**config.mk**
```make
export PLATFORM = sky130hd
export DESIGN_NAME = memory_option_port
export DESIGN_NICKNAME = d
export VERILOG_FILES = /design/src/rtl/mem_opt_pkg.sv /design/src/rtl/refresh_timer.sv /design/src/rtl/memory_option_port.sv
export SDC_FILE = /design/constraint.sdc
export NUM_CORES = 1
export LEC_CHECK = 0
export ABC_AREA = 1
export BUFFER_PORTS_ARGS = -buffer_cell sky130_fd_sc_hd__buf_2
export CAP_MARGIN = 20
export CORE_ASPECT_RATIO = 0.8
export CORE_MARGIN = 2
export CORE_UTILIZATION = 53
export CTS_CLUSTER_DIAMETER = 30
export DETAILED_ROUTE_END_ITERATION = 6
export PLACE_DENSITY = 0.9
export SLEW_MARGIN = 5
export SYNTH_ARGS = -nofsm -noshare
export SYNTH_HDL_FRONTEND = slang
export SYNTH_SLANG_ARGS = --single-unit
export TNS_END_PERCENT = 5
```
**constraint.sdc**
```tcl
create_clock -name clk -period 1.7 [get_ports clk]
set_input_delay 0.255 -clock clk [delete_from_list [all_inputs] [get_ports clk]]
set_output_delay 0.255 -clock clk [all_outputs]
set_load 0.05 [all_outputs]
```
**src/rtl/mem_opt_pkg.sv**
```systemverilog
// constants for the memory option port: register map, field layout, timing
package mem_opt_pkg;
	// register byte offsets on the bus
	localparam logic [7:0] CTRL_OFS = 8'h00;
	localparam logic [7:0] STATUS_OFS = 8'h04;
	localparam logic [7:0] ADDR_OFS = 8'h08;
	localparam logic [7:0] WDATA_OFS = 8'h0c;
	localparam logic [7:0] CMD_OFS = 8'h10;
	localparam logic [7:0] RDATA_OFS = 8'h14;
	// field positions
	localparam int CTRL_PTEST_BIT = 0;
	localparam int CTRL_RFEN_BIT = 1;
	localparam int STAT_GEN2_BIT = 0;
	localparam int STAT_PERR_BIT = 1;
	localparam int STAT_BUSY_BIT = 2;
	localparam int STAT_RFSH_BIT = 3;
	localparam int CMD_START_BIT = 0;
	localparam int CMD_WRITE_BIT = 1;
	localparam int ADDR_W = 20;
	// reset value of the control register and bus response codes
	localparam logic [1:0] CTRL_RST = 2'h2;
	localparam logic [1:0] RESP_OKAY = 2'h0;
	localparam logic [1:0] RESP_SLVERR = 2'h2;
	// timing, in ns, and the clock period in ps
	localparam int CLK_PS = 5000;
	localparam int T_INIT_NS = 200;
	localparam int T_ROW_NS = 60;
	localparam int T_MUX_NS = 20;
	localparam int T_COL_NS = 80;
	localparam int T_END_NS = 40;
	localparam int T_RFREQ_NS = 20;
	localparam int T_RFRAS_NS = 100;
	localparam int T_RFDONE_NS = 20;
	localparam int T_RFINT_NS = 15600;
	// cycle counts, least times rounded up
	localparam logic [7:0] INIT_CYC = 8'((T_INIT_NS * 1000 + CLK_PS - 1) / CLK_PS);
	localparam logic [7:0] ROW_CYC = 8'((T_ROW_NS * 1000 + CLK_PS - 1) / CLK_PS);
	localparam logic [7:0] MUX_CYC = 8'((T_MUX_NS * 1000 + CLK_PS - 1) / CLK_PS);
	localparam logic [7:0] COL_CYC = 8'((T_COL_NS * 1000 + CLK_PS - 1) / CLK_PS);
	localparam logic [7:0] END_CYC = 8'((T_END_NS * 1000 + CLK_PS - 1) / CLK_PS);
	localparam logic [7:0] RFREQ_CYC = 8'((T_RFREQ_NS * 1000 + CLK_PS - 1) / CLK_PS);
	localparam logic [7:0] RFRAS_CYC = 8'((T_RFRAS_NS * 1000 + CLK_PS - 1) / CLK_PS);
	localparam logic [7:0] RFDONE_CYC = 8'((T_RFDONE_NS * 1000 + CLK_PS - 1) / CLK_PS);
	// longest time between refreshes, rounded down
	localparam int RFINT_CYC = (T_RFINT_NS * 1000) / CLK_PS;

	typedef enum logic [2:0] {
		ST_IDLE = 3'b000,
		ST_ROW = 3'b001,
		ST_MUX = 3'b010,
		ST_COL = 3'b011,
		ST_END = 3'b100,
		ST_RF_REQ = 3'b101,
		ST_RF_RAS = 3'b110,
		ST_RF_DONE = 3'b111
	} port_state_t;
endpackage : mem_opt_pkg

```
**src/rtl/refresh_timer.sv**
```systemverilog
// refresh interval timer: one-cycle pulse each time a refresh falls due
`timescale 1ns/10ps
`default_nettype none
module refresh_timer
	import mem_opt_pkg::*;
#(
	parameter int INTERVAL = RFINT_CYC
) (
	input wire logic clk,
	input wire logic nrst,
	input wire logic enable,
	output logic due
);
	logic [15:0] count_reg;
	logic [15:0] count_next;
	logic due_reg;
	logic wrap;

	assign wrap = (count_reg == 16'(INTERVAL - 1));
	assign count_next = (!enable || wrap) ? 16'h0000 : count_reg + 16'h0001;
	assign due = due_reg;

	always_ff @(posedge clk or negedge nrst) begin
		if (!nrst) begin
			count_reg <= 16'h0000;
			due_reg <= 1'b0;
		end else begin
			count_reg <= count_next;
			due_reg <= enable && wrap;
		end
	end
endmodule : refresh_timer
`default_nettype wire

```
**src/rtl/memory_option_port.sv**
```systemverilog
// host side of the memory option header, with an AXI4-Lite register slave
//
// Decided for this implementation: the AXI4-Lite register port and the register addresses.
`timescale 1ns/10ps
`default_nettype none
module memory_option_port
	import mem_opt_pkg::*;
#(
	parameter int REFRESH_INTERVAL = RFINT_CYC
) (
	input wire logic clk,
	input wire logic nrst,
	input wire logic [31:0] s_axi_awaddr,
	input wire logic s_axi_awvalid,
	output logic s_axi_awready,
	input wire logic [31:0] s_axi_wdata,
	input wire logic [3:0] s_axi_wstrb,
	input wire logic s_axi_wvalid,
	output logic s_axi_wready,
	output logic [1:0] s_axi_bresp,
	output logic s_axi_bvalid,
	input wire logic s_axi_bready,
	input wire logic [31:0] s_axi_araddr,
	input wire logic s_axi_arvalid,
	output logic s_axi_arready,
	output logic [31:0] s_axi_rdata,
	output logic [1:0] s_axi_rresp,
	output logic s_axi_rvalid,
	input wire logic s_axi_rready,
	output logic [15:0] option_addr,
	output logic upper_addr_select,
	output logic row_strobe,
	output logic column_strobe,
	output logic refresh_row_strobe,
	output logic refresh_request_n,
	output logic refresh_complete,
	output logic parity_test,
	input wire logic parity_error_n,
	input wire logic option_type_strap,
	output logic private_cycle_n,
	output logic bank1_sel_or_addr_bit16,
	output logic bank2_sel_or_addr_bit17,
	output logic bank3_sel_or_addr_bit18,
	output logic addr_bit19,
	output logic init_n,
	output logic data_direction,
	output logic read_qualifier,
	output logic write_qualifier_n,
	input wire logic [7:0] option_data_line_in,
	output logic [7:0] option_data_line_out,
	output logic [7:0] option_data_line_oe
);
	// bus slave state
	logic aw_hold_reg, w_hold_reg, bvalid_reg, rvalid_reg;
	logic [7:0] awaddr_reg;
	logic aw_hi_reg;
	logic [31:0] wdata_reg;
	logic [3:0] wstrb_reg;
	logic [1:0] bresp_reg, rresp_reg;
	logic [31:0] rdata_reg;
	// software-visible registers
	logic [1:0] ctrl_reg;
	logic [ADDR_W-1:0] addr_reg;
	logic [7:0] wbyte_reg, rbyte_reg;
	logic perr_reg, gen2_reg, cmd_write_reg, cmd_pend_reg, rf_pend_reg;
	// port engine
	port_state_t state_reg, state_next;
	logic [7:0] cnt_reg, cnt_next;
	logic [7:0] init_cnt_reg;
	logic init_n_reg;
	logic row_reg, col_reg, mux_reg, rfras_reg, rfreq_n_reg, rfdone_reg;
	logic rdq_reg, wrq_n_reg, dir_reg, priv_n_reg, drive_reg;
	logic [15:0] oaddr_reg;
	logic [2:0] dual_reg;
	logic a19_reg;

	// write decode
	logic do_wr, wr_ok, wr_ctrl, wr_stat, wr_addr, wr_wdat, wr_cmd;
	logic [31:0] wmask;
	assign do_wr = aw_hold_reg && w_hold_reg && !bvalid_reg;
	assign wr_ok = !aw_hi_reg && (awaddr_reg[1:0] == 2'h0);
	assign wmask = {{8{wstrb_reg[3]}}, {8{wstrb_reg[2]}}, {8{wstrb_reg[1]}}, {8{wstrb_reg[0]}}};
	assign wr_ctrl = do_wr && wr_ok && (awaddr_reg == CTRL_OFS);
	assign wr_stat = do_wr && wr_ok && (awaddr_reg == STATUS_OFS) && wstrb_reg[0];
	assign wr_addr = do_wr && wr_ok && (awaddr_reg == ADDR_OFS);
	assign wr_wdat = do_wr && wr_ok && (awaddr_reg == WDATA_OFS) && wstrb_reg[0];
	assign wr_cmd = do_wr && wr_ok && (awaddr_reg == CMD_OFS) && wstrb_reg[0];
	logic wr_mapped;
	assign wr_mapped = wr_ok && (awaddr_reg <= RDATA_OFS);

	// read decode
	logic rd_take, rd_ok;
	logic [31:0] rd_word;
	logic [3:0] status_word;
	assign rd_take = s_axi_arvalid && !rvalid_reg;
	assign rd_ok = (s_axi_araddr[31:8] == 24'h000000) && (s_axi_araddr[1:0] == 2'h0);
	assign status_word = {rf_pend_reg || state_reg[2] && state_reg != ST_END,
		cmd_pend_reg || state_reg != ST_IDLE, perr_reg, gen2_reg};
	assign rd_word = !rd_ok ? 32'h00000000 :
		(s_axi_araddr[7:0] == CTRL_OFS) ? {30'h00000000, ctrl_reg} :
		(s_axi_araddr[7:0] == STATUS_OFS) ? {28'h0000000, status_word} :
		(s_axi_araddr[7:0] == ADDR_OFS) ? {12'h000, addr_reg} :
		(s_axi_araddr[7:0] == WDATA_OFS) ? {24'h000000, wbyte_reg} :
		(s_axi_araddr[7:0] == RDATA_OFS) ? {24'h000000, rbyte_reg} : 32'h00000000;
	logic rd_mapped;
	assign rd_mapped = rd_ok && (s_axi_araddr[7:0] <= RDATA_OFS);

	assign s_axi_awready = !aw_hold_reg && !bvalid_reg;
	assign s_axi_wready = !w_hold_reg && !bvalid_reg;
	assign s_axi_bvalid = bvalid_reg;
	assign s_axi_bresp = bresp_reg;
	assign s_axi_arready = !rvalid_reg;
	assign s_axi_rvalid = rvalid_reg;
	assign s_axi_rdata = rdata_reg;
	assign s_axi_rresp = rresp_reg;

	always_ff @(posedge clk or negedge nrst) begin
		if (!nrst) begin
			aw_hold_reg <= 1'b0;
			awaddr_reg <= 8'h00;
			aw_hi_reg <= 1'b0;
			w_hold_reg <= 1'b0;
			wdata_reg <= 32'h00000000;
			wstrb_reg <= 4'h0;
			bvalid_reg <= 1'b0;
			bresp_reg <= RESP_OKAY;
		end else begin
			if (s_axi_awvalid && s_axi_awready) begin
				aw_hold_reg <= 1'b1;
				awaddr_reg <= s_axi_awaddr[7:0];
				aw_hi_reg <= |s_axi_awaddr[31:8];
			end
			if (s_axi_wvalid && s_axi_wready) begin
				w_hold_reg <= 1'b1;
				wdata_reg <= s_axi_wdata;
				wstrb_reg <= s_axi_wstrb;
			end
			if (do_wr) begin
				aw_hold_reg <= 1'b0;
				w_hold_reg <= 1'b0;
				bvalid_reg <= 1'b1;
				bresp_reg <= wr_mapped ? RESP_OKAY : RESP_SLVERR;
			end else if (s_axi_bready) begin
				bvalid_reg <= 1'b0;
			end
		end
	end

	always_ff @(posedge clk or negedge nrst) begin
		if (!nrst) begin
			rvalid_reg <= 1'b0;
			rdata_reg <= 32'h00000000;
			rresp_reg <= RESP_OKAY;
		end else if (rd_take) begin
			rvalid_reg <= 1'b1;
			rdata_reg <= rd_word;
			rresp_reg <= rd_mapped ? RESP_OKAY : RESP_SLVERR;
		end else if (s_axi_rready) begin
			rvalid_reg <= 1'b0;
		end
	end

	// software registers; a hardware set of the parity flag beats a clear
	logic perr_set, rf_due, cmd_take;
	assign perr_set = !parity_error_n && rdq_reg && col_reg;
	assign cmd_take = (state_reg == ST_IDLE) && init_n_reg && !rf_pend_reg && cmd_pend_reg;

	always_ff @(posedge clk or negedge nrst) begin
		if (!nrst) begin
			ctrl_reg <= CTRL_RST;
			addr_reg <= '0;
			wbyte_reg <= 8'h00;
			perr_reg <= 1'b0;
			cmd_pend_reg <= 1'b0;
			cmd_write_reg <= 1'b0;
		end else begin
			if (wr_ctrl && wstrb_reg[0])
				ctrl_reg <= wdata_reg[1:0];
			if (wr_addr)
				addr_reg <= (addr_reg & ~wmask[ADDR_W-1:0]) | (wdata_reg[ADDR_W-1:0] & wmask[ADDR_W-1:0]);
			if (wr_wdat)
				wbyte_reg <= wdata_reg[7:0];
			if (perr_set)
				perr_reg <= 1'b1;
			else if (wr_stat && wdata_reg[STAT_PERR_BIT])
				perr_reg <= 1'b0;
			// a start while an access is pending or running is dropped
			if (wr_cmd && wdata_reg[CMD_START_BIT] && !cmd_pend_reg && state_reg == ST_IDLE) begin
				cmd_pend_reg <= 1'b1;
				cmd_write_reg <= wdata_reg[CMD_WRITE_BIT];
			end else if (cmd_take) begin
				cmd_pend_reg <= 1'b0;
			end
		end
	end

	// init pulse after reset, then the strap is caught once
	always_ff @(posedge clk or negedge nrst) begin
		if (!nrst) begin
			init_cnt_reg <= 8'h00;
			init_n_reg <= 1'b0;
			gen2_reg <= 1'b0;
		end else if (!init_n_reg) begin
			init_cnt_reg <= init_cnt_reg + 8'h01;
			if (init_cnt_reg == INIT_CYC - 8'h01) begin
				init_n_reg <= 1'b1;
				gen2_reg <= option_type_strap;
			end
		end
	end
	assign init_n = init_n_reg;

	refresh_timer #(
		.INTERVAL(REFRESH_INTERVAL)
	) u_timer (
		.clk(clk),
		.nrst(nrst),
		.enable(ctrl_reg[CTRL_RFEN_BIT] && init_n_reg),
		.due(rf_due)
	);

	// refresh wins over a pending access when both wait in idle
	always_comb begin
		state_next = state_reg;
		cnt_next = cnt_reg - 8'h01;
		case (state_reg)
			ST_IDLE: begin
				cnt_next = 8'h00;
				if (init_n_reg && rf_pend_reg) begin
					state_next = ST_RF_REQ;
					cnt_next = RFREQ_CYC - 8'h01;
				end else if (cmd_take) begin
					state_next = ST_ROW;
					cnt_next = ROW_CYC - 8'h01;
				end
			end
			ST_ROW: if (cnt_reg == 8'h00) begin
				state_next = ST_MUX;
				cnt_next = MUX_CYC - 8'h01;
			end
			ST_MUX: if (cnt_reg == 8'h00) begin
				state_next = ST_COL;
				cnt_next = COL_CYC - 8'h01;
			end
			ST_COL: if (cnt_reg == 8'h00) begin
				state_next = ST_END;
				cnt_next = END_CYC - 8'h01;
			end
			ST_RF_REQ: if (cnt_reg == 8'h00) begin
				state_next = ST_RF_RAS;
				cnt_next = RFRAS_CYC - 8'h01;
			end
			ST_RF_RAS: if (cnt_reg == 8'h00) begin
				state_next = ST_RF_DONE;
				cnt_next = RFDONE_CYC - 8'h01;
			end
			ST_END, ST_RF_DONE: if (cnt_reg == 8'h00) begin
				state_next = ST_IDLE;
				cnt_next = 8'h00;
			end
			default: begin
				state_next = ST_IDLE;
				cnt_next = 8'h00;
			end
		endcase
	end

	// pin values for the next state
	logic acc_n, in_acc, rd_n, wr_n;
	logic [2:0] dual_n;
	assign in_acc = (state_next == ST_ROW) || (state_next == ST_MUX) || (state_next == ST_COL);
	assign rd_n = in_acc && !cmd_write_reg;
	assign wr_n = in_acc && cmd_write_reg;
	assign acc_n = in_acc;

	// first generation: active-low bank selects; second: address bits
	genvar gi;
	generate
		for (gi = 0; gi < 3; gi++) begin : g_dual
			assign dual_n[gi] = gen2_reg ? addr_reg[16 + gi] :
				!(in_acc && addr_reg[17:16] == 2'(gi + 1));
		end
	endgenerate

	always_ff @(posedge clk or negedge nrst) begin
		if (!nrst) begin
			state_reg <= ST_IDLE;
			cnt_reg <= 8'h00;
			rf_pend_reg <= 1'b0;
		end else begin
			state_reg <= state_next;
			cnt_reg <= cnt_next;
			if (rf_due)
				rf_pend_reg <= 1'b1;
			else if (state_reg == ST_RF_DONE && state_next == ST_IDLE)
				rf_pend_reg <= 1'b0;
		end
	end

	always_ff @(posedge clk or negedge nrst) begin
		if (!nrst) begin
			row_reg <= 1'b0;
			mux_reg <= 1'b0;
			col_reg <= 1'b0;
			rfras_reg <= 1'b0;
			rfreq_n_reg <= 1'b1;
			rfdone_reg <= 1'b0;
			rdq_reg <= 1'b0;
			wrq_n_reg <= 1'b1;
			dir_reg <= 1'b1;
			priv_n_reg <= 1'b1;
			drive_reg <= 1'b0;
			oaddr_reg <= 16'h0000;
			dual_reg <= 3'h7;
			a19_reg <= 1'b0;
		end else begin
			row_reg <= in_acc;
			mux_reg <= (state_next == ST_MUX) || (state_next == ST_COL);
			col_reg <= state_next == ST_COL;
			rfras_reg <= state_next == ST_RF_RAS;
			rfreq_n_reg <= !((state_next == ST_RF_REQ) || (state_next == ST_RF_RAS));
			rfdone_reg <= state_next == ST_RF_DONE;
			rdq_reg <= rd_n;
			wrq_n_reg <= !wr_n;
			dir_reg <= !wr_n;
			priv_n_reg <= !acc_n;
			drive_reg <= wr_n && (state_next != ST_ROW);
			oaddr_reg <= addr_reg[15:0];
			dual_reg <= dual_n;
			a19_reg <= gen2_reg && addr_reg[19];
		end
	end

	// read byte captured at the end of the column phase
	always_ff @(posedge clk or negedge nrst) begin
		if (!nrst)
			rbyte_reg <= 8'h00;
		else if (state_reg == ST_COL && cnt_reg == 8'h00 && !cmd_write_reg)
			rbyte_reg <= option_data_line_in;
	end

	assign option_addr = oaddr_reg;
	assign upper_addr_select = mux_reg;
	assign row_strobe = row_reg;
	assign column_strobe = col_reg;
	assign refresh_row_strobe = rfras_reg;
	assign refresh_request_n = rfreq_n_reg;
	assign refresh_complete = rfdone_reg;
	assign parity_test = ctrl_reg[CTRL_PTEST_BIT];
	assign private_cycle_n = priv_n_reg;
	assign bank1_sel_or_addr_bit16 = dual_reg[0];
	assign bank2_sel_or_addr_bit17 = dual_reg[1];
	assign bank3_sel_or_addr_bit18 = dual_reg[2];
	assign addr_bit19 = a19_reg;
	assign data_direction = dir_reg;
	assign read_qualifier = rdq_reg;
	assign write_qualifier_n = wrq_n_reg;
	assign option_data_line_out = wbyte_reg;
	assign option_data_line_oe = {8{drive_reg}};
endmodule : memory_option_port
`default_nettype wire

```
==> impl_metrics.py <==
metrics = {
    "timing": {
        "clock_skew_ns": 0.00908,
        "hold_violations": 0,
        "max_freq_mhz": 611,
        "setup_viol_count_final": 0,
        "hold_ws_ns": 0.00969,
        "period_needed_ns": 1.64,
        "drv_slew": 0,
        "setup_tns_ns": 0,
        "rsz0062_at_grt": "yes",
        "timing.final.crit_share_pct": 96.2,
    },
    "logic_synthesis": {
        "ys_ff_latch": 168,
        "synth_edf_count": 0,
        "synth_area_um2": 7580,
        "syn_inst": 836,
        "avgSynthCellArea_um2": 9.07,
        "ys_warn_count": 0,
        "synthArstFlopShare_pct": 100,
        "synth_cell_types": 46,
        "ys_seq_area_share_pct": 55.6,
        "ys.flop_type": "dfrtp_1",
    },
    "layout": {
        "area_growth_pct": 27.3,
        "final_nets": 1174,
        "instances_no_fill": 1251,
        "drive_gt1_share_pct": 31.2,
        "fin_util_pct": 68.4,
        "antenna_cells": 0,
    },
    "routing": {
        "wl_met2_um": 9000,
        "wl_met3_um": 1610,
        "avgViaCountPerCell": 5.24,
        "final_antenna_net_count": 0,
        "wl_per_cell_um": 15.2,
        "met1Wirelength_um": 7920,
        "num_vias": 6553,
        "drt_iter0_drc": 404,
        "drc": 0,
        "drtPass1Iterations": 5,
        "routed_wl_um": 19100,
        "maxUsedRoutingLayer": "met4",
    },
    "worst_hold_path": {
        "hold_depth": 3,
        "hold_class": "in -> reg",
    },
    "clock_tree": {
        "worstSkewPairLatency_ns": 0.43,
        "cts_tree": "built",
        "cts.sinks": 168,
        "cts_root_buf": "clkbuf_16",
        "cts_buffers": 17,
        "h-tree-depth": 4,
        "cts_buffer_depth": 2,
        "path_clk_slew_ns": 0.07,
    },
    "placed_design": {
        "place.gp.congestion": 0.928,
        "dp.cells": 1213,
        "dp_hpwl_um": 14100,
        "io_buffer_count": 178,
    },
    "die": {
        "start_util_pct": 53.7,
        "dieArea_um2": 15300,
        "dieWidth_um": 138,
        "die_h_um": 111,
        "io_pins": 206,
        "fp-row-count": 39,
        "coreArea_um2": 14100,
    },
    "run_status": {
        "status": "complete, no violations",
    },
    "global_routing": {
        "overflow": 0,
        "grt_pass1_wl_um": 30200,
        "grt_pass1_vias": 6238,
        "grt_max_degree": 44,
        "grt_usage_pct": 26.0,
        "antenna_found_initial": 0,
    },
    "job": {
        "cap_violations": 0,
    },
    "power": {
        "p_total_w": 0.0126,
        "power_density_nw_per_um2": 1300,
        "ir_worst_vdd_uv": 1150,
        "leakagePower_nw": 4.99,
    },
    "worst_setup_path": {
        "cp.required_ns": 2.05,
        "start_kind": "flip-flop",
        "worstSetupPathType": "reg -> reg",
        "path_max_fanout": 16,
        "cp-end-kind": "flip-flop",
        "reg2regPathDepth": 8,
        "worstPathArrival_ns": 1.99,
    },
}
[synthesized netlist by cell type, types with 9 or more instances]
cell type,instances,area [um^2]
a21oi_1,37,185
buf_4,23,173
clkbuf_1,9,33.8
dfrtp_1,161,4030
inv_1,101,379
mux2_2,22,248
nand2_1,156,586
nand3_1,46,230
nand4_1,34,213
nor2_1,110,413
nor3_1,13,65.1
nor4_1,9,56.3
o21ai_0,30,150
xor2_1,12,105
[worst max-delay path, cell delays in order (launching register included)]
cell and delay (ns):
dfrtp_1 0.38, or2_4 0.26, nor2_1 0.08, nand2_1 0.09, nor3_4 0.21, buf_12 0.15, nand2_2 0.06, buf_12 0.15
a21oi_1 0.17
[repair_timing]
item	4_1_cts	5_1_grt
setup buffers	1	3
hold endpoints to repair	36	0
endpoints found under the setup margin	13	63
pin swaps	2	6
hold buffers	2	0
gates resized for setup	2	33
[cells by family (layout without fill, tap and decap cells)]
kind of cell	Yosys count	count (layout)	synth area share [%]
adder cells (fa/ha/maj)	3	3	0.495
AND/OR/NAND/NOR	394	394	23.5
XOR/XNOR	20	20	2.31
other	1	14	0.0495
buffers and inverters	144	362	8.77
flip-flops	168	168	55.6
multiplexers	22	22	3.27
AO/OA/AOI/OAI	84	84	6.04
[stage by stage]
step	setup slack [ns]	area (um^2)
finish	0.0641	9650
global route	-0.0409	9650
CTS	0.00397	9520
detailed placement	-0.0164	8890
global placement	0.0206	8890
floorplan	-0.0643	7650
[per-layer routing]
layer	global-route usage, %	vias to the layer above
li1	-	3101
met1	34.2	3093
met2	42.4	321
met3	6.08	38
met4	8.84	0
met5	0	-
[cell usage in the layout, fill, tap and decap left out, types with 6 or more instances in the layout]
cell type	instances
mux2_2	22
clkbuf_16	17
nor3_1	11
nor2_4	7
nand2_2	6
xor2_1	12
conb_1	14
buf_2	177
nor2_1	97
nand3_1	42
inv_1	98
nor2_2	10
dfstp_2	7
nor4_1	9
buf_4	40
nand2_1	152
a21oi_1	37
dfrtp_1	159
nand4_1	34
xnor2_1	8
buf_12	7
o21ai_0	29
[where the power goes]
part           leakage (nW)  total [W]  internal [W]  switching, W
Clock                 0.283    0.00373       0.00196       0.00177
Sequential             2.16    0.00508       0.00467      0.000412
Combinational          2.54    0.00375       0.00138       0.00237
[final cells by class]
type                            count  area [um^2]
Fill cell                        1051         4450
Sequential cell                   168         4220
Multi-Input combinational cell    537         2870
Timing Repair Buffer              228         1370
Clock buffer                       17          425
Inverter                          102          387
Tap cell                          184          230
Clock inverter                     15          155
[final timing paths]
| check | from | end | slack [ns] |
|---|---|---|---|
| max | awaddr_reg[1] | flip-flop | 0.06 |
| min | s_axi_awaddr[1] | awaddr_reg[1] | 0.01 |
| max reg2reg | awaddr_reg[1] | flip-flop | 0.06 |
| min reg2reg | flip-flop | option_addr[7] | 0.38 |
| max in group asynchronous | nrst | asynchronous set/reset pin | 0.75 |
| min in group asynchronous | nrst | wdata_reg[13] | 0.31 |
Power figures use the tool's default switching activity.
